==> config.mk <==
export PLATFORM = sky130hd
export DESIGN_NAME = spm_port
export DESIGN_NICKNAME = d
export VERILOG_FILES = /design/src/rtl/spm_pkg.sv /design/src/rtl/spm_port.sv
export VERILOG_INCLUDE_DIRS = /design/src /design/src/rtl
export SDC_FILE = /design/constraint.sdc
export NUM_CORES = 1
export LEC_CHECK = 0
export BUFFER_PORTS_ARGS = -buffer_cell sky130_fd_sc_hd__buf_2
export CAP_MARGIN = 5
export CELL_PAD_IN_SITES_DETAIL_PLACEMENT = 0
export CELL_PAD_IN_SITES_GLOBAL_PLACEMENT = 2
export CORE_ASPECT_RATIO = 0.7
export CORE_MARGIN = 2
export CORE_UTILIZATION = 39
export CTS_CLUSTER_DIAMETER = 200
export DETAILED_ROUTE_END_ITERATION = 10
export PLACE_DENSITY = 0.9
export SYNTH_ARGS = -nofsm -noshare
export SYNTH_HDL_FRONTEND = slang
export SYNTH_SLANG_ARGS = --single-unit
export TNS_END_PERCENT = 5
==> constraint.sdc <==
create_clock -name clk_i -period 3.86 [get_ports clk_i]
set_input_delay 0.579 -clock clk_i [delete_from_list [all_inputs] [get_ports clk_i]]
set_output_delay 0.579 -clock clk_i [all_outputs]
set_load 0.01 [all_outputs]
==> src/rtl/spm_cfg.svh <==
// Purpose: Constants for the serial port mux and link slave
// Assumes: One system clock, link pins sampled into it
// Notes:   Slot map of the 20-bit frame: B1, D, A, B2, D, M
`ifndef SPM_CFG_SVH
`define SPM_CFG_SVH

// ----------------------------------------------------------------
// Frame layout
// ----------------------------------------------------------------
`define SPM_FRAME_BITS 20
`define SPM_SLOT_W     5
`define SPM_SLOT_D1    5'h08
`define SPM_SLOT_A     5'h09
`define SPM_SLOT_B2    5'h0a
`define SPM_SLOT_D2    5'h12
`define SPM_SLOT_LAST  5'h13

// ----------------------------------------------------------------
// Destinations, buffering and sampling
// ----------------------------------------------------------------
`define SPM_DEST_MGMT1 3'h3
`define SPM_DEST_MGMT2 3'h4
`define SPM_DEST_N     5
`define SPM_FIFO_DEPTH 8
`define SPM_SYNC_W     16
`define SPM_PIN_CLK    0
`define SPM_PIN_SYNC   1
`define SPM_PIN_RXD    2
`define SPM_PIN_GRANT  3
`define SPM_PIN_MODEM  4

`endif

==> src/rtl/spm_pkg.sv <==
// Purpose: Types for the serial port mux and link slave
// Assumes: Constants come from spm_cfg.svh
// Notes:   Structs carry grouped pins and settings
package spm_pkg;
  // ----------------------------------------------------------------
  // Modes and settings
  // ----------------------------------------------------------------
  typedef enum logic [1:0] {
    direct_modem_mode, pcm_highway, interchip_link, gci_bus
  } spm_phy_t;

  typedef struct packed {
    spm_phy_t phy;
    logic     serial_ctrl_two_mux;
    logic     serial_ctrl_three_mux;
    logic     echo;
    logic     loop;
  } spm_mode_t;

  typedef struct packed {
    logic [1:0] dchan;
    logic [1:0] b1;
    logic [1:0] b2;
  } spm_route_t;

  // ----------------------------------------------------------------
  // Pin groups and data words
  // ----------------------------------------------------------------
  typedef struct packed { logic rxd; logic rclk; logic cts; logic cd; } spm_modem_in_t;
  typedef struct packed { logic txd; logic rts; } spm_modem_out_t;
  typedef struct packed { logic [2:0] dest; logic bit_v; } spm_rxw_t;
  typedef enum logic [2:0] { k_b1, k_b2, k_d, k_a, k_m } spm_kind_t;
  typedef enum logic { fr_idle, fr_run } spm_frame_t;
endpackage

==> src/rtl/spm_port.sv <==
// Purpose: Serial channel physical interface with link frame slave
// Assumes: Link clock and pins are slow against clk_i (10 MHz)
// Notes:   Only the link framing is built; PCM and GCI just claim pins
//
// Functional notes
// - Four physical modes: direct modem, PCM highway, link, GCI.
// - Direct mode gives each controller its own six modem lines.
// - Any multiplexed mode always places controller one on the bus.
// - Only five combinations: two and three muxed only with one.
// - Baud clock on its own pin when direct, on tx clock when muxed.
// - Echo retransmits the whole received stream, every slot.
// - Loopback feeds transmitted bits back into the receive path.
// - Link frame carries five channels in 20 bits every 125 us.
// - Device is link slave; bit clock is an input from the master.
// - Only the 10-bit frame variant exists, not the 8-bit one.
// - Frame sync pulse starts a frame of 20 bit periods.
// - Transmit line driven only in supported bits, floated otherwise.
// - Receive data taken only in the 20 frame bits.
// - Two bearer strobes, high only in unmasked bearer bits.
// - Device requests signaling slot; master answers with grant.
// - Grant sampled at frame sync; granted data starts in first D bit.
// - Grant loss stops sending; controller resends when grant returns.
// - Bearer mask gates receive bits, and transmit bits unless echo is on.
// - D, B1, B2 routable to controllers; M to mgmt one, A to two.
`timescale 1ns/10ps
`include "spm_cfg.svh"

// ----------------------------------------------------------------
// Receive word FIFO
// ----------------------------------------------------------------
module spm_fifo #(
  parameter int WIDTH = 4,
  parameter int DEPTH = `SPM_FIFO_DEPTH
) (
  input  wire logic             clk_i,
  input  wire logic             rst_n_i,
  input  wire logic             in_valid_i,
  output logic                  in_ready_o,
  input  wire logic [WIDTH-1:0] in_data_i,
  output logic                  out_valid_o,
  input  wire logic             out_ready_i,
  output logic      [WIDTH-1:0] out_data_o
);
  localparam int AW = $clog2(DEPTH);
  logic [WIDTH-1:0] mem_q [DEPTH];
  logic [AW:0]      wr_q;
  logic [AW:0]      rd_q;
  wire              push_w = in_valid_i & in_ready_o;
  wire              pop_w  = out_valid_o & out_ready_i;

  // Full and empty from wrap bit
  assign in_ready_o  = ~((wr_q[AW] != rd_q[AW]) && (wr_q[AW-1:0] == rd_q[AW-1:0]));
  assign out_valid_o = (wr_q != rd_q);
  assign out_data_o  = mem_q[rd_q[AW-1:0]];

  // Pointers
  always_ff @(posedge clk_i or negedge rst_n_i) begin
    if (!rst_n_i) begin
      wr_q <= '0;
      rd_q <= '0;
    end else begin
      if (push_w) wr_q <= wr_q + 1'b1;
      if (pop_w) rd_q <= rd_q + 1'b1;
    end
  end

  // Storage
  always_ff @(posedge clk_i) begin
    if (push_w) mem_q[wr_q[AW-1:0]] <= in_data_i;
  end
endmodule // spm_fifo

// ----------------------------------------------------------------
// Top: mode routing, test modes and link slave
// ----------------------------------------------------------------
module spm_port (
  input  wire logic                             clk_i,
  input  wire logic                             rst_n_i,
  input  wire spm_pkg::spm_mode_t               mode_i,
  input  wire spm_pkg::spm_route_t              route_i,
  input  wire logic [15:0]                      bearer_bit_mask_i,
  input  wire logic                             link_bit_clock_i,
  input  wire logic                             link_frame_sync_i,
  input  wire logic                             link_rx_data_i,
  input  wire logic                             dchan_grant_i,
  output logic                                  link_tx_data_o,
  output logic                                  link_tx_oe_o,
  output logic                                  dchan_request_o,
  output logic                                  bearer1_strobe_o,
  output logic                                  bearer2_strobe_o,
  input  wire logic                             ctrl_dchan_pend_i,
  input  wire logic [`SPM_DEST_N-1:0]           ctrl_tx_bit_i,
  output logic      [`SPM_DEST_N-1:0]           tx_take_o,
  output logic                                  dchan_abort_o,
  output logic                                  rx_valid_o,
  input  wire logic                             rx_ready_i,
  output spm_pkg::spm_rxw_t                     rx_word_o,
  output logic                                  rx_overrun_o,
  input  wire spm_pkg::spm_modem_in_t  [2:0]    modem_pin_i,
  output spm_pkg::spm_modem_in_t       [2:0]    modem_ctrl_o,
  input  wire spm_pkg::spm_modem_out_t [2:0]    ctrl_modem_i,
  output spm_pkg::spm_modem_out_t      [2:0]    modem_pin_o,
  input  wire logic [2:0]                       baud_clk_i,
  output logic      [2:0]                       baud_gen_clock_out_o,
  output logic      [2:0]                       tx_clock_pin_o,
  output logic      [2:0]                       scc_muxed_o
);
  import spm_pkg::*;

  // Slot kind of a frame position (10-bit variant only)
  function automatic spm_kind_t kind_of(input logic [4:0] s);
    if (s < `SPM_SLOT_D1) return k_b1;
    if (s == `SPM_SLOT_D1 || s == `SPM_SLOT_D2) return k_d;
    if (s == `SPM_SLOT_A) return k_a;
    if (s < `SPM_SLOT_D2) return k_b2;
    return k_m;
  endfunction

  // Bearer mask bit of a slot, msb first
  function automatic logic mask_on(input logic [4:0] s, input logic [15:0] m);
    logic [4:0] i1;
    logic [4:0] i2;
    i1 = 5'h0f - s;
    i2 = 5'h11 - s;
    if (kind_of(s) == k_b1) return m[i1[3:0]];
    if (kind_of(s) == k_b2) return m[i2[3:0]];
    return 1'b1;
  endfunction

  // Controller that owns a slot
  function automatic logic [2:0] dest_of(input spm_kind_t k, input spm_route_t r);
    unique case (k)
      k_b1:    return {1'b0, r.b1};
      k_b2:    return {1'b0, r.b2};
      k_d:     return {1'b0, r.dchan};
      k_a:     return `SPM_DEST_MGMT2;
      k_m:     return `SPM_DEST_MGMT1;
      default: return `SPM_DEST_MGMT1;
    endcase
  endfunction

  // ----------------------------------------------------------------
  // Pin sampling: three flops, change taken when second and third agree
  // ----------------------------------------------------------------
  logic [`SPM_SYNC_W-1:0] s1_q, s2_q, s3_q, lvl_q;
  wire  [`SPM_SYNC_W-1:0] raw_w = {modem_pin_i, dchan_grant_i, link_rx_data_i,
                                   link_frame_sync_i, link_bit_clock_i};
  wire  [`SPM_SYNC_W-1:0] agree_w = ~(s2_q ^ s3_q);
  // Agreed level now, so a pin that moves with the bit clock is seen at its rise
  wire  [`SPM_SYNC_W-1:0] lvl_d   = (agree_w & s3_q) | (~agree_w & lvl_q);

  // Synchroniser chain and filtered level
  always_ff @(posedge clk_i or negedge rst_n_i) begin
    if (!rst_n_i) begin
      s1_q  <= '0;
      s2_q  <= '0;
      s3_q  <= '0;
      lvl_q <= '0;
    end else begin
      s1_q  <= raw_w;
      s2_q  <= s1_q;
      s3_q  <= s2_q;
      lvl_q <= lvl_d;
    end
  end

  wire rise_w = agree_w[`SPM_PIN_CLK] & s3_q[`SPM_PIN_CLK] & ~lvl_q[`SPM_PIN_CLK];
  wire fall_w = agree_w[`SPM_PIN_CLK] & ~s3_q[`SPM_PIN_CLK] & lvl_q[`SPM_PIN_CLK];
  wire sync_w = lvl_d[`SPM_PIN_SYNC];
  wire rxd_w  = lvl_d[`SPM_PIN_RXD];
  wire gnt_w  = lvl_d[`SPM_PIN_GRANT];
  spm_modem_in_t [2:0] pin_lvl_w;
  assign pin_lvl_w = lvl_q[`SPM_SYNC_W-1:`SPM_PIN_MODEM];

  // ----------------------------------------------------------------
  // Mode decode and direct modem pins
  // ----------------------------------------------------------------
  // mode combinations
  wire       mux_on_w = (mode_i.phy != direct_modem_mode);
  wire       idl_on_w = (mode_i.phy == interchip_link);
  wire [2:0] mux_w    = {mux_on_w & mode_i.serial_ctrl_three_mux, mux_on_w & mode_i.serial_ctrl_two_mux, mux_on_w};
  spm_modem_in_t  [2:0] mctrl_d;
  spm_modem_out_t [2:0] mpin_d;
  spm_modem_in_t  [2:0] mctrl_q;
  spm_modem_out_t [2:0] mpin_q;
  logic [2:0] baud_q, tx_clock_pin_q, muxed_q;

  for (genvar g = 0; g < 3; g++) begin : g_scc
    // per-controller modem lines with test modes
    assign mpin_d[g].txd = mux_w[g] ? 1'b1 : mode_i.loop ? 1'b1 :
                           mode_i.echo ? pin_lvl_w[g].rxd : ctrl_modem_i[g].txd;
    assign mpin_d[g].rts = ~mux_w[g] & ~mode_i.loop & ctrl_modem_i[g].rts;
    assign mctrl_d[g].rxd  = mux_w[g] ? 1'b1 :
                             mode_i.loop ? ctrl_modem_i[g].txd : pin_lvl_w[g].rxd;
    assign mctrl_d[g].rclk = ~mux_w[g] & pin_lvl_w[g].rclk;
    assign mctrl_d[g].cts  = ~mux_w[g] & (mode_i.loop | pin_lvl_w[g].cts);
    assign mctrl_d[g].cd   = ~mux_w[g] & (mode_i.loop | pin_lvl_w[g].cd);
  end

  always_ff @(posedge clk_i or negedge rst_n_i) begin
    if (!rst_n_i) begin
      mctrl_q <= '0;
      mpin_q  <= '1;
      baud_q  <= '0;
      tx_clock_pin_q  <= '0;
      muxed_q <= '0;
    end else begin
      mctrl_q <= mctrl_d;
      mpin_q  <= mpin_d;
      baud_q  <= baud_clk_i & ~mux_w;
      tx_clock_pin_q  <= baud_clk_i & mux_w;
      muxed_q <= mux_w;
    end
  end

  // ----------------------------------------------------------------
  // Link frame slave
  // ----------------------------------------------------------------
  spm_frame_t st_q;
  logic [4:0] slot_q;
  logic       granted_q, txd_q, oe_q, req_q, s1b_q, s2b_q, abort_q, ovr_q;
  logic [`SPM_DEST_N-1:0] take_q;

  // next slot on each bit clock rise
  wire        start_w = rise_w & sync_w;
  wire        nrun_w  = start_w | ((st_q == fr_run) & (slot_q != `SPM_SLOT_LAST));
  wire [4:0]  nslot_w = start_w ? 5'h00 : slot_q + 5'h01;
  wire spm_kind_t nk_w = kind_of(nslot_w);
  wire [2:0]  ndest_w = dest_of(nk_w, route_i);
  wire        ngrant_w = start_w ? gnt_w : granted_q;
  // grant lost inside a D slot ends sending
  wire        coll_w  = rise_w & nrun_w & (nk_w == k_d) & granted_q & ~gnt_w;
  wire        ntx_en_w = nrun_w & (mode_i.echo | (mask_on(nslot_w, bearer_bit_mask_i) &
                         ((nk_w != k_d) | (ngrant_w & ~coll_w & ctrl_dchan_pend_i))));
  wire        ntxd_w  = mode_i.echo ? rxd_w : ctrl_tx_bit_i[ndest_w];
  // receive only in enabled frame bits
  wire spm_kind_t ck_w = kind_of(slot_q);
  wire        rx_bit_w = mode_i.loop ? (oe_q ? txd_q : 1'b1) : rxd_w;
  wire        push_w  = idl_on_w & fall_w & (st_q == fr_run) & mask_on(slot_q, bearer_bit_mask_i);
  spm_rxw_t   push_word_w;
  assign push_word_w = '{dest: dest_of(ck_w, route_i), bit_v: rx_bit_w};

  // Frame state and slot counter
  always_ff @(posedge clk_i or negedge rst_n_i) begin
    if (!rst_n_i) begin
      st_q   <= fr_idle;
      slot_q <= '0;
    end else if (!idl_on_w) begin
      st_q   <= fr_idle;
    end else if (rise_w) begin
      st_q   <= nrun_w ? fr_run : fr_idle;
      slot_q <= nslot_w;
    end
  end

  always_ff @(posedge clk_i or negedge rst_n_i) begin
    if (!rst_n_i) begin
      req_q     <= 1'b0;
      granted_q <= 1'b0;
      abort_q   <= 1'b0;
    end else begin
      req_q     <= idl_on_w & ctrl_dchan_pend_i;
      abort_q   <= idl_on_w & coll_w;
      if (!idl_on_w) granted_q <= 1'b0;
      else if (rise_w) granted_q <= ngrant_w & ~coll_w;
    end
  end

  // line driver, strobes and take pulses
  always_ff @(posedge clk_i or negedge rst_n_i) begin
    if (!rst_n_i) begin
      txd_q  <= 1'b1;
      oe_q   <= 1'b0;
      s1b_q  <= 1'b0;
      s2b_q  <= 1'b0;
      take_q <= '0;
    end else if (!idl_on_w) begin
      oe_q   <= 1'b0;
      s1b_q  <= 1'b0;
      s2b_q  <= 1'b0;
      take_q <= '0;
    end else begin
      take_q <= '0;
      if (rise_w) begin
        txd_q <= ntxd_w;
        oe_q  <= ntx_en_w;
        s1b_q <= nrun_w & (nk_w == k_b1) & mask_on(nslot_w, bearer_bit_mask_i);
        s2b_q <= nrun_w & (nk_w == k_b2) & mask_on(nslot_w, bearer_bit_mask_i);
        if (ntx_en_w && !mode_i.echo) take_q[ndest_w] <= 1'b1;
      end
    end
  end

  // ----------------------------------------------------------------
  // Receive buffering toward the controllers
  // ----------------------------------------------------------------
  logic     f_ready_w, f_valid_w;
  spm_rxw_t f_data_w;
  spm_rxw_t rxw_q;
  logic     rxv_q;
  wire      out_take_w = f_valid_w & (~rxv_q | rx_ready_i);

  spm_fifo #(.WIDTH($bits(spm_rxw_t)), .DEPTH(`SPM_FIFO_DEPTH)) u_fifo (
    .clk_i       (clk_i),
    .rst_n_i     (rst_n_i),
    .in_valid_i  (push_w),
    .in_ready_o  (f_ready_w),
    .in_data_i   (push_word_w),
    .out_valid_o (f_valid_w),
    .out_ready_i (~rxv_q | rx_ready_i),
    .out_data_o  (f_data_w)
  );

  // Output stage and overrun flag
  always_ff @(posedge clk_i or negedge rst_n_i) begin
    if (!rst_n_i) begin
      rxv_q <= 1'b0;
      rxw_q <= '0;
      ovr_q <= 1'b0;
    end else begin
      if (out_take_w) rxw_q <= f_data_w;
      if (out_take_w) rxv_q <= 1'b1;
      else if (rx_ready_i) rxv_q <= 1'b0;
      if (push_w && !f_ready_w) ovr_q <= 1'b1;
      else if (!idl_on_w) ovr_q <= 1'b0;
    end
  end

  // Outputs
  assign link_tx_data_o = txd_q;
  assign link_tx_oe_o = oe_q;
  assign dchan_request_o = req_q;
  assign bearer1_strobe_o = s1b_q;
  assign bearer2_strobe_o = s2b_q;
  assign tx_take_o = take_q;
  assign dchan_abort_o = abort_q;
  assign rx_valid_o = rxv_q;
  assign rx_word_o = rxw_q;
  assign rx_overrun_o = ovr_q;
  assign modem_ctrl_o = mctrl_q;
  assign modem_pin_o = mpin_q;
  assign baud_gen_clock_out_o = baud_q;
  assign tx_clock_pin_o = tx_clock_pin_q;
  assign scc_muxed_o = muxed_q;
endmodule // spm_port

# --- Yosys cells after proc, flatten, opt, wreduce, memory -nomap -nowiden ---
# Memories as Yosys holds them, arrays and structs flattened. A register that Yosys moved wholly into a read port is not among the register bits.
# Cells that the tools add are included.
classes:
  n_bitwise: 71
  mul: 0
  n_shift: 0
  reduce_logical: 14
  magnitude_cmp: 10
  eq_ne: 23
  n_div: 0
  add_sub_neg: 7
  mux: 192
op_table:
  columns: ["operator", "count"]
  rows:
  - ["1-bit two-way mux", 141]
  - ["3-bit two-way mux", 39]
  - ["1-bit bitwise AND", 42]
  - ["16-bit bitwise AND", 2]
  - ["16-bit NOT", 2]
  - ["3-bit one-hot mux with 4 select lines", 2]
  - ["5-bit by 4-bit equality test with 1-bit output, second input constant", 4]
  - ["4-bit by 5-bit < comparator with 1-bit output, second input constant", 4]
  - ["5-bit two-way mux", 4]
  - ["1-bit binary-select mux with 4-bit select", 4]
  - ["16-bit OR", 1]
  - ["16-bit bitwise XOR", 1]
  - ["3-bit by 1-bit equality test with 1-bit output, second input constant", 5]
  - ["3-bit by 2-bit equality test with 1-bit output, second input constant", 4]
  - ["5-bit equality test, second input constant", 2]
  - ["5-bit by 4-bit < comparator with 1-bit output, second input constant", 2]
  - ["5-bit < comparator, second input constant", 2]
  - ["1-bit NOT", 10]
  - ["1-bit OR", 10]
  - ["3-bit zero test", 3]
  - ["4-bit by 1-bit adder with 4-bit output, second input constant", 2]
  - ["1-bit by 4-bit subtractor with 4-bit output, first input constant", 2]
  - ["4-bit subtractor, first input constant", 2]
  - ["3-bit bitwise AND", 2]
  - ["19 further kinds", 25]
word_totals:
  ram_bits: 32
  memories: 1
  output_inout_bits: 44
  inputBits: 62
  rom_bits: 0
  latchBits: 0
  register_bits: 119
  word_cells: 357
memory_table:
  columns: ["memory", "words", "word_bits", "read_ports", "rd_ports_with_merged_regs", "wr", "line_no", "rtl"]
  rows:
  - ["u_fifo.mem_q", 8, 4, 1, 1, 1, "spm_port.sv:45", "logic [WIDTH-1:0] mem_q [DEPTH];"]

# --- Logic depth before layout (Yosys ltp) ---
# Gate-level depths: netlist (run 1).
logic_depth:
  ltp_word: 70
  depth_mapped: 16
  ltp_nobuf: 13

# --- By module ---
# Synthesis (run 1) repeated with hierarchy kept, for this count alone.
hier_totals:
  cells_unflattened: 494
  hier_area_um2: 6647.6
modules_own_cells:
  columns: ["module", "instances", "cells_each", "seq_area_each_um2", "area_each_um2"]
  rows:
  - ["spm_port", 1, 390, 2886.5, 4792.1]
  - ["spm_fifo", 1, 104, 1161.1, 1855.5]

# --- Worst setup path after synthesis (run 1) ---
# No wires, ideal clock.
synth_timing:
  path_type: "flip-flop to flip-flop"
  startpoint: "register slot_q[0]"
  endpoint: "register take_q[0] (netlist: tx_take_o[0])"
  path_buffers: 4
  period_less_slack_ps: 3413
  required_ps: 3765
  setup_time_ps: 95
  path_stages_with_launch: 16
  path_slack_ps: 447
  arrival_time_ps: 3319
  cell_sequence: "dfrtp_1 buf_4 buf_6 buf_6 inv_1 ha_1 clkbuf_1 nand2_1 inv_1 ha_1 mux4_2 a22o_1 a22oi_1 o21ai_1 or4b_4 nor4_4"
synth_between:
  elab_chain_cells: 26
  word_cells_on_any_way: 83
  classes_between: "3 x add/sub; 4 x order compare; 9 x eq/ne; 50 x mux; 13 x bitwise; 4 x reduce/logical"
synth_lines:
  columns: ["item", "line_no", "rtl"]
  rows:
  - ["from (decl)", "spm_port.sv:220", "logic [4:0] slot_q;"]
  - ["from (signal assigned)", "spm_port.sv:252", "slot_q <= nslot_w;"]
  - ["5-bit by 1-bit adder with 5-bit output", "spm_port.sv:227", "wire [4:0] nslot_w = start_w ? 5'h00 : slot_q + 5'h01;"]
  - ["5-bit two-way mux", "spm_port.sv:227", null]
  - ["5-bit < comparator (no source line) (tied with other cells)", null, null]
  - ["1-bit two-way mux / 1-bit logical OR (equally long branches)", null, null]
  - ["1-bit two-way mux / 3-bit two-way mux (equally long branches)", "spm_port.sv:115, spm_port.sv:113", null]
  - ["1-bit two-way mux / 3-bit two-way mux (equally long branches)", "spm_port.sv:114", "if (s == `SPM_SLOT_A) return k_a;"]
  - ["1-bit two-way mux / 3-bit two-way mux (equally long branches)", "spm_port.sv:113, spm_port.sv:115", null]
  - ["3-bit two-way mux", "spm_port.sv:116", "return k_m;"]
  - ["[10 not listed]", null, null]
  - ["1-bit OR", "spm_port.sv:234", "((nk_w != k_d) | (ngrant_w & ~coll_w & ctrl_dchan_pend_i))));"]
  - ["1-bit bitwise AND", "spm_port.sv:233", "wire ntx_en_w = nrun_w & (mode_i.echo | (mask_on(nslot_w, bearer_bit_mask_i) &"]
  - ["1-bit OR", "spm_port.sv:233", null]
  - ["1-bit bitwise AND", "spm_port.sv:233", null]
  - ["1-bit logical AND", "spm_port.sv:289", "if (ntx_en_w && !mode_i.echo) take_q[ndest_w] <= 1'b1;"]
  - ["5-bit two-way mux (*)", "spm_port.sv:289", null]
  - ["5-bit two-way mux (*)", "spm_port.sv:284", "if (rise_w) begin"]
  - ["5-bit two-way mux (*)", "spm_port.sv:277", "end else if (!idl_on_w) begin"]
  - ["to (signal assigned)", "spm_port.sv:276", "take_q <= '0;"]
  - ["to (signal assigned)", "spm_port.sv:283", "take_q <= '0;"]
  - ["to (signal, indexed assignment)", "spm_port.sv:289", null]
  - ["to (decl)", "spm_port.sv:222", "logic [`SPM_DEST_N-1:0] take_q;"]
# Mark *: on every way between the ends. The rest lies on a longest branch, timed or not. The select of a mux whose other input is x is not followed.
# A chain may end at the register's enable or synchronous reset.

# --- Worst setup path after layout (run 1) ---
layout_timing:
  startpoint: "register slot_q[1]"
  endpoint: "register take_q[2] (netlist: tx_take_o[2])"
# The elaborated chain is that of the path after synthesis.

==> results.yml, run 1 <==
place:
  dp_cells: 798
  hpwl_um: 10700
  io_buffers: 105
  gp_congestion: 0.927
timing:
  slew_headroom_pct: 22.9
  finalHoldViolations: 0
  fin_crit_ns: 3.24
  worst_hold_slack_ns: 0.265
  fin_setup_tns_ns: 0
  finalMaxSlewViolations: 0
  fmax_ghz: 0.309
  setup_viol: 0
  post-route-period-util_pct: 83.8
  finalClockSkew_ns: 0.0175
  tightestPinTransition_ns: 1.14
  rsz0062_at_grt: "false"
global_routing:
  grt_pass1_vias: 4380
  grt_max_degree: 79
  grt_remaining_overflow: 0
  grt_usage_pct: 17.8
  antenna_found_initial: 1
  grt_pass1_wl_um: 23700
clock_network:
  cts_made_buffers: 17
  cts_tree: "done"
  clk_path_buf_depth: 2
  ctsRootBufferMaster: "clkbuf_16"
  cts_sinks: 155
  clkTransAtPathRegs_ns: 0.07
  htreeDepth: 4
  clock_latency_ns: 0.41
  post_cts_buffers: 0
  ctsHoldBuffers: 0
  cts_resized: 0
critical_path:
  path_class: "register to register"
  worstPathRequired_ns: 4.16
  worst-path-buf-inv: 0
  slowest_stage: "or4b_4"
  cp_data_arrival_time_ns: 3.54
  cp-start-kind: "register"
  cpLargestDelayFamily: "simple AND/OR/NAND/NOR gates"
  cp-end-kind: "register"
  crit_top_cell: "ha_1"
  worst-path-max-fanout: 8
  slowest_delay_ns: 0.55
  crit_chain: "ha_1 > xor2_1 > nand2_1 > ha_1 > mux4_2 > a22o_1 > a22oi_1 > o21ai_1 > or4b_4 > nor3_1"
hold_path:
  hp-class: "input pin to register"
synth:
  synth_cell_type_count: 68
  synth_fp_nets: 544
  syn_area_per_cell_sq_um: 13.7
  netlist_area_sq_mm: 0.00645
  synth_edf_count: 32
  ys_seq_area_share_pct: 62.7
  synth_ff_type: "dfrtp_1"
  ys.warnings.count: 0
  async_reset_ff_share_pct: 79.4
  syn_inst: 470
  ys_ff_latch: 155
floorplan:
  initial_core_util_pct: 39.7
  row_count: 39
  die_w_um: 158
  core-area_sq_mm: 0.0162
  design.die.area_sq_mm: 0.0176
  io_pins: 106
  die_h_um: 112
cells_and_area:
  multi_input_area_sq_mm: 0.00223
  final_cells: 830
  seqCellArea_sq_mm: 0.00405
  fillCellCount: 1441
  utilization_pct: 48.8
  final_cell_mix: "dfrtp_1, buf_2, nand2_1"
  areaGrowthSynthToFinish_pct: 22.8
  diodes: 0
  drive_gt1_share_pct: 32.6
  final_common_cell: "dfrtp_1"
  final_nets: 666
power_and_ir_drop:
  ir_drop_v: 0.000270
  power_w: 0.00522
  p_leak_nw: 3.54
  power_density_mw_per_mm2: 658
detailed_routing:
  ant_nets: 0
  firstDrtPassIters: 6
  vias: 4193
  wl_met3_um: 911
  wl_met2_um: 6410
  top_layer: "met5"
  vias_per_cell: 5.05
  drc_errors: 0
  drt_wl_total_um: 14600
  detail_route.wl_per_cell_um: 17.6
  wl_met1_um: 7130
  drtIter0Drc: 336
run_status:
  status: "completed"
run:
  maxCapViolations: 0
[flip-flops by register name, summed over array words and instances, names as in the netlist, 4 cells and up, named ones only]
name,cells
slot_q,5
s2_q,16
u_fifo.rd_q,4
modem_ctrl_o,12
tx_take_o,5
s1_q,16
rx_word_o,4
modem_pin_o,6
u_fifo.wr_q,4
s3_q,16
u_fifo.mem_q,32
[cell usage after synthesis (2+ instances only)]
cell type  instances  share of area [%]
ha_1              12                2.3
a221o_1            5               0.78
a22oi_1            2               0.23
xnor2_1            3               0.41
nand3_1            9               0.70
nor3b_1            9                1.0
or3_1              2               0.19
a21oi_1            4               0.31
maj3_1            14                2.2
nand2_1           35                2.0
a21o_1             2               0.23
or2_2              2               0.19
dfstp_2            7                2.9
o21ai_0           18                1.4
buf_6              3               0.52
nor2_1            27                1.6
nand2b_1           6               0.58
buf_4              2               0.23
nor4b_1            2               0.27
nor2b_1            4               0.39
a21bo_2            3               0.47
inv_1             19                1.1
and3_1             7               0.68
edfxtp_1          32                 15
nor3_1            10               0.78
nand4_1            4               0.39
mux2_2             5               0.87
o22ai_1            4               0.39
a211o_1            4               0.54
mux4_2            19                6.6
and2_1            11                1.1
a31oi_1            2               0.19
xor2_1            10                1.4
mux2i_1           13                2.0
clkbuf_1          11               0.64
dfrtp_1          116                 45
[final timing paths]
path,startpoint,end,slack (ns),cells past startpoint
max in group asynchronous,rst_n_i,tx_clock_pin_o[0]$_DFF_PN0_,2.66,2
worst min-delay path,link_frame_sync_i,s1_q[1]$_DFF_PN0_,0.26,1
min in group asynchronous,rst_n_i,rx_word_o[1]$_DFFE_PN0P_,0.33,1
worst max-delay path,slot_q[1]$_DFFE_PN0P_,tx_take_o[2]$_DFF_PN0_,0.62,10
worst min register to register,s1_q[13]$_DFF_PN0_,s2_q[13]$_DFF_PN0_,0.34,0
worst max register to register,slot_q[1]$_DFFE_PN0P_,tx_take_o[2]$_DFF_PN0_,0.62,10
[worst register-to-register path, stage by stage, from the launching register on]
cell	delay, ns
dfrtp_1	0.52
ha_1	0.26
xor2_1	0.21
nand2_1	0.12
ha_1	0.41
mux4_2	0.38
a22o_1	0.13
a22oi_1	0.09
o21ai_1	0.18
or4b_4	0.56
nor3_1	0.27
[per-stage QoR]
stage,worst slack [ns],instance area [sq um]
2_1_floorplan,0.447,6450
3_3_place_gp,0.772,7290
3_5_place_dp,0.690,7290
4_1_cts,0.666,7920
5_1_grt,0.416,7920
6_report,0.625,7920
[report_power, final]
part           internal (W)  switching [W]
logic              0.000673       0.000798
registers           0.00185       0.000137
clock network       0.00110       0.000660
[metal layers]
| metal | vias to the layer above | track usage [%] |
|---|---|---|
| met2 | 122 | 25.6 |
| li1 | 1933 | - |
| met5 | - | 0 |
| met1 | 2121 | 26.6 |
| met4 | 2 | 3.76 |
| met3 | 15 | 5.41 |
[cells by family (layout without fill, tap and decap cells)]
family	count (synthesis)	after routing	share of synthesized area, %
xor gates and xnor gates	14	14	2.02
buffers and inverters	39	174	2.77
DFF	155	155	62.7
and+or+nand+nor	139	139	11.6
muxes	37	37	9.52
AOI/OAI and AO/OA	59	59	6.71
adders and majority gates	27	27	4.67
[cell type report]
type,count,area share [%]
clock buffer,21,6.08
clock inverter,11,1.97
inverter,20,0.947
sequential,155,51.1
timing repair buffer,122,8.27
tap,225,3.55
multi-input combinational,276,28.1
No activity file was read; power rests on OpenSTA's default activity.
==> run 2: changes to the inputs <==
==> constraint.sdc (replaced) <==
create_clock -name clk_i -period 3.4 [get_ports clk_i]
set_input_delay 0.51 -clock clk_i [delete_from_list [all_inputs] [get_ports clk_i]]
set_output_delay 0.51 -clock clk_i [all_outputs]
set_load 0.01 [all_outputs]
==> results.yml, run 2 (same netlist as run 1, synthesis figures left out) <==
detailed_routing:
  vias_per_cell: 4.99
  vias: 4132
  drc_errors: 0
  firstDrtPassIters: 5
  ant_nets: 0
  drt_wl_total_um: 13900
  drtIter0Drc: 338
  detail_route.wl_per_cell_um: 16.8
clock_network:
  clkTransAtPathRegs_ns: 0.07
  ctsRootBufferMaster: "clkbuf_16"
  cts_tree: "done"
  clk_path_buf_depth: 2
  cts_made_buffers: 17
  post_cts_buffers: 0
  cts_sinks: 155
  clock_latency_ns: 0.42
  htreeDepth: 4
timing:
  rsz0062_at_grt: "false"
  finalHoldViolations: 0
  setup_viol: 0
  fin_crit_ns: 3.16
  slew_headroom_pct: 31.0
  finalMaxSlewViolations: 0
  setup_slack_ns: 0.239
  fin_setup_tns_ns: 0
  fmax_ghz: 0.316
  tightestPinTransition_ns: 1.02
  post-route-period-util_pct: 93.0
  finalClockSkew_ns: 0.0113
power_and_ir_drop:
  ir_drop_v: 0.000343
  power_density_mw_per_mm2: 724
  p_leak_nw: 3.50
place:
  hpwl_um: 10400
  place_ws_ns: 0.133
  io_buffers: 105
  gp_congestion: 0.923
  dp_cells: 795
run_status:
  status: "completed"
floorplan:
  die_w_um: 158
  core-area_sq_mm: 0.0162
  die_h_um: 112
  design.die.area_sq_mm: 0.0176
  row_count: 39
  io_pins: 106
  initial_core_util_pct: 39.7
hold_path:
  hp-class: "input pin to asynchronous set/reset pin"
critical_path:
  slowest_delay_ns: 0.47
  worst-path-max-fanout: 7
  worst-path-buf-inv: 1
  slowest_stage: "dfrtp_1"
  worstPathRequired_ns: 3.46
  cp-start-kind: "register"
  cp_data_arrival_time_ns: 3.22
  cpLargestDelayFamily: "simple AND/OR/NAND/NOR gates"
  cp-end-kind: "register"
  path_class: "register to register"
  cp.depth: 9
  rr_worst_depth: 9
  crit_chain: "inv_1 > ha_1 > mux4_2 > mux4_2 > nor3_1 > a211o_1 > nand2b_1 > or2_2 > nor3_1"
cells_and_area:
  areaGrowthSynthToFinish_pct: 21.8
  final_nets: 663
  largest_register_ffs: 32
  final_cell_mix: "dfrtp_1, buf_2, nand2_1"
  drive_gt1_share_pct: 33.1
  final_cells: 828
  final_common_cell: "dfrtp_1"
global_routing:
  grt_pass1_vias: 4265
  grt_max_degree: 54
  antenna_found_initial: 0
  grt_pass1_wl_um: 22700
  grt_remaining_overflow: 0
  grt_usage_pct: 17.1
run:
  maxCapViolations: 0
==> run 2: power by group <==
| group | internal (W) | switching [W] |
|---|---|---|
| clock | 0.000984 | 0.000819 |
| combinational | 0.000770 | 0.000873 |
| sequential | 0.00210 | 0.000148 |
| total | 0.00385 | 0.00184 |
==> run 2: what timing repair did <==
item                                    in CTS  in global routing
hold buffers                                 0                  0
endpoints found under the setup margin       0                 11
gates resized for setup                      0                  4
==> run 2: worst paths after layout <==
| path | start | to | slack [ns] |
|---|---|---|---|
| hold reg to reg | s1_q[5]$_DFF_PN0_ | s2_q[5]$_DFF_PN0_ | 0.35 |
| max in group asynchronous | rst_n_i | modem_ctrl_o[1]$_DFF_PN0_ | 2.51 |
| min in group clk_i | link_frame_sync_i | s1_q[1]$_DFF_PN0_ | 0.19 |
| setup reg to reg | slot_q[2]$_DFFE_PN0P_ | u_fifo.mem_q[4][0]$_DFFE_PP_ | 0.24 |
| setup / recovery | slot_q[2]$_DFFE_PN0P_ | u_fifo.mem_q[4][0]$_DFFE_PP_ | 0.24 |
| hold / removal | rst_n_i | tx_take_o[2]$_DFF_PN0_ | 0.09 |
==> run 2: stage by stage <==
step	hold WS [ns]	instance area [sq um]	util (%)	power [W]
5_1_grt	0.134	7860	48.3	0.00600
3_3_place_gp	0.332	7280	44.8	0.00390
2_1_floorplan	0.214	6450	-	0.00347
4_1_cts	0.114	7840	48.2	0.00574
6_report	0.0899	7860	48.4	0.00569
3_5_place_dp	0.335	7280	44.8	0.00393
==> run 2: worst register-to-register path, stage by stage, from the launching register on <==
cell and delay (ns):
dfrtp_1 0.47, inv_1 0.16, ha_1 0.37, mux4_2 0.25
mux4_2 0.25, nor3_1 0.05, a211o_1 0.29, nand2b_1 0.22
or2_2 0.33, nor3_1 0.41
==> run 2: per-layer routing <==
| layer | wire, um | global-route usage, % |
|---|---|---|
| met3 | 851 | 4.87 |
| met5 | 0 | 0 |
| met4 | 195 | 5.33 |
| met1 | 6650 | 24.9 |
| met2 | 6210 | 24.9 |
==> run 2: layout make-up <==
type / count / area [sq um]
flip-flops and latches: 155 / 4050
diodes: 1 / 2.50
clock buffers: 18 / 439
multi-input cells: 276 / 2240
clock inverters: 14 / 124
repair buffers: 119 / 646
fillers: 1407 / 8390
well taps: 225 / 282
inverters: 20 / 75.1
==> run 3: changes to the inputs <==
--- a/config.mk
+++ b/config.mk
@@ -10,8 +10,8 @@
 export CAP_MARGIN = 5
 export CELL_PAD_IN_SITES_DETAIL_PLACEMENT = 0
 export CELL_PAD_IN_SITES_GLOBAL_PLACEMENT = 2
-export CORE_ASPECT_RATIO = 0.7
-export CORE_MARGIN = 2
+export CORE_ASPECT_RATIO = 2
+export CORE_MARGIN = 1
 export CORE_UTILIZATION = 39
 export CTS_CLUSTER_DIAMETER = 200
 export DETAILED_ROUTE_END_ITERATION = 10
==> results.yml, run 3 (same netlist as run 1, synthesis figures left out) <==
cells_and_area:
  areaGrowthSynthToFinish_pct: 22.4
  fillCellCount: 1440
  largest_register_ffs: 32
  final_nets: 665
  final_common_cell: "dfrtp_1"
  diodes: 0
  multi_input_area_sq_mm: 0.00224
  final_cell_mix: "dfrtp_1, buf_2, nand2_1"
  drive_gt1_share_pct: 32.9
  seqCellArea_sq_mm: 0.00405
global_routing:
  grt_pass1_vias: 4343
  grt_max_degree: 58
  grt_pass1_wl_um: 22700
  antenna_found_initial: 0
  grt_usage_pct: 18.2
  grt_remaining_overflow: 0
timing:
  setup_viol: 0
  fin_setup_tns_ns: 0
  post-route-period-util_pct: 94.6
  finalHoldViolations: 0
  finalClockSkew_ns: 0.00794
  worst_hold_slack_ns: 0.144
  finalMaxSlewViolations: 0
  tightestPinTransition_ns: 0.966
  rsz0062_at_grt: "true"
  fin_crit_ns: 3.22
  fmax_ghz: 0.311
  slew_headroom_pct: 35.1
place:
  io_buffers: 105
  gp_congestion: 0.902
  hpwl_um: 11000
detailed_routing:
  drtIter0Drc: 193
  vias: 4173
  detail_route.wl_per_cell_um: 17.9
  ant_nets: 0
  vias_per_cell: 5.16
  drc_errors: 0
  drt_wl_total_um: 14400
  firstDrtPassIters: 4
critical_path:
  rr_worst_depth: 9
  cp_data_arrival_time_ns: 3.27
  path_class: "register to register"
  worstPathRequired_ns: 3.45
  worst-path-max-fanout: 8
  cp-end-kind: "register"
  cp-start-kind: "register"
floorplan:
  die_h_um: 184
  initial_core_util_pct: 39.9
  io_pins: 106
  core-area_sq_mm: 0.0162
  design.die.area_sq_mm: 0.0171
  die_w_um: 93.0
  row_count: 66
clock_network:
  cts_tree: "done"
  ctsHoldBuffers: 0
  clock_latency_ns: 0.42
  cts_sinks: 155
  ctsRootBufferMaster: "clkbuf_16"
  clkTransAtPathRegs_ns: 0.06
  htreeDepth: 4
  clk_path_buf_depth: 2
  cts_made_buffers: 17
hold_path:
  hp-class: "input pin to asynchronous set/reset pin"
run:
  maxCapViolations: 0
run_status:
  status: "completed"
power_and_ir_drop:
  p_leak_nw: 3.53
  power_density_mw_per_mm2: 748
  ir_drop_v: 0.000430
-- run 3: changes by cell type in the layout (fill, tap and decap cells not counted) --
| cell | previous run | this run |
|---|---|---|
| clkinv_2 | 2 | 1 |
| nor3_1 | 9 | 10 |
| dfrtp_2 | 1 | 0 |
| buf_4 | 14 | 16 |
| dfrtp_1 | 115 | 116 |
| bufinv_16 | 0 | 3 |
| diode_2 | 1 | 0 |
| clkbuf_8 | 1 | 0 |
| clkinv_4 | 2 | 1 |
| nor3_2 | 1 | 0 |
-- run 3: metrics by stage --
step	std cells	setup WS [ns]	area, sq um	power (W)	util, %
final	808	0.182	7900	0.00591	48.8
after global routing	808	-0.00499	7900	0.00622	48.8
after CTS	808	0.179	7890	0.00597	48.7
after detailed placement	776	0.188	7260	0.00397	44.9
after global placement	776	0.312	7260	0.00392	44.9
after floorplan	470	0.0693	6450	0.00347	-
-- run 3: layout make-up --
cell class / instances / area share, %
clock buffer: 17 / 5.38
clock inverter: 15 / 2.53
timing repair buffer: 121 / 8.36
tap: 204 / 3.23
multi-input combinational: 276 / 28.3
inverter: 20 / 0.950
sequential: 155 / 51.2
-- run 3: what timing repair did --
| action | CTS | global route |
|---|---|---|
| setup buffers | 0 | 0 |
| setup endpoints to repair | 0 | 8 |
| gates resized for setup | 0 | 2 |
-- run 3: final timing paths --
check                           slack, ns             startpoint                           end
worst max-delay path                 0.18  slot_q[1]$_DFFE_PN0P_  u_fifo.mem_q[0][2]$_DFFE_PP_
worst min-delay path                 0.14                rst_n_i             s1_q[0]$_DFF_PN0_
worst max register to register       0.18  slot_q[1]$_DFFE_PN0P_  u_fifo.mem_q[0][2]$_DFFE_PP_
worst min register to register       0.35      s1_q[8]$_DFF_PN0_             s2_q[8]$_DFF_PN0_
max in group asynchronous            2.46                rst_n_i      modem_pin_o[4]$_DFF_PN1_
min in group clk_i                   0.19         modem_pin_i[4]             s1_q[8]$_DFF_PN0_
-- run 3: per-layer routing --
layer  track usage, %  part of all wire, %
met1             18.7                   35
met5                0                    0
met3             3.97                  3.9
met4             10.4                  3.9
met2             33.2                   57
-- run 3: power breakdown --
part	switching (W)	total (W)	internal (W)
logic	0.000898	0.00168	0.000785
registers	0.000148	0.00224	0.00210
clock network	0.000794	0.00198	0.00119
total	0.00184	0.00591	0.00407
-- run 3: worst max-delay path: stages, from the launching register on --
cell,delay [ns]
dfrtp_1,0.50
inv_1,0.13
ha_1,0.39
mux4_2,0.25
mux4_2,0.23
nor3_1,0.04
a211o_1,0.30
nand2b_1,0.23
nand2b_1,0.25
nor3_1,0.51
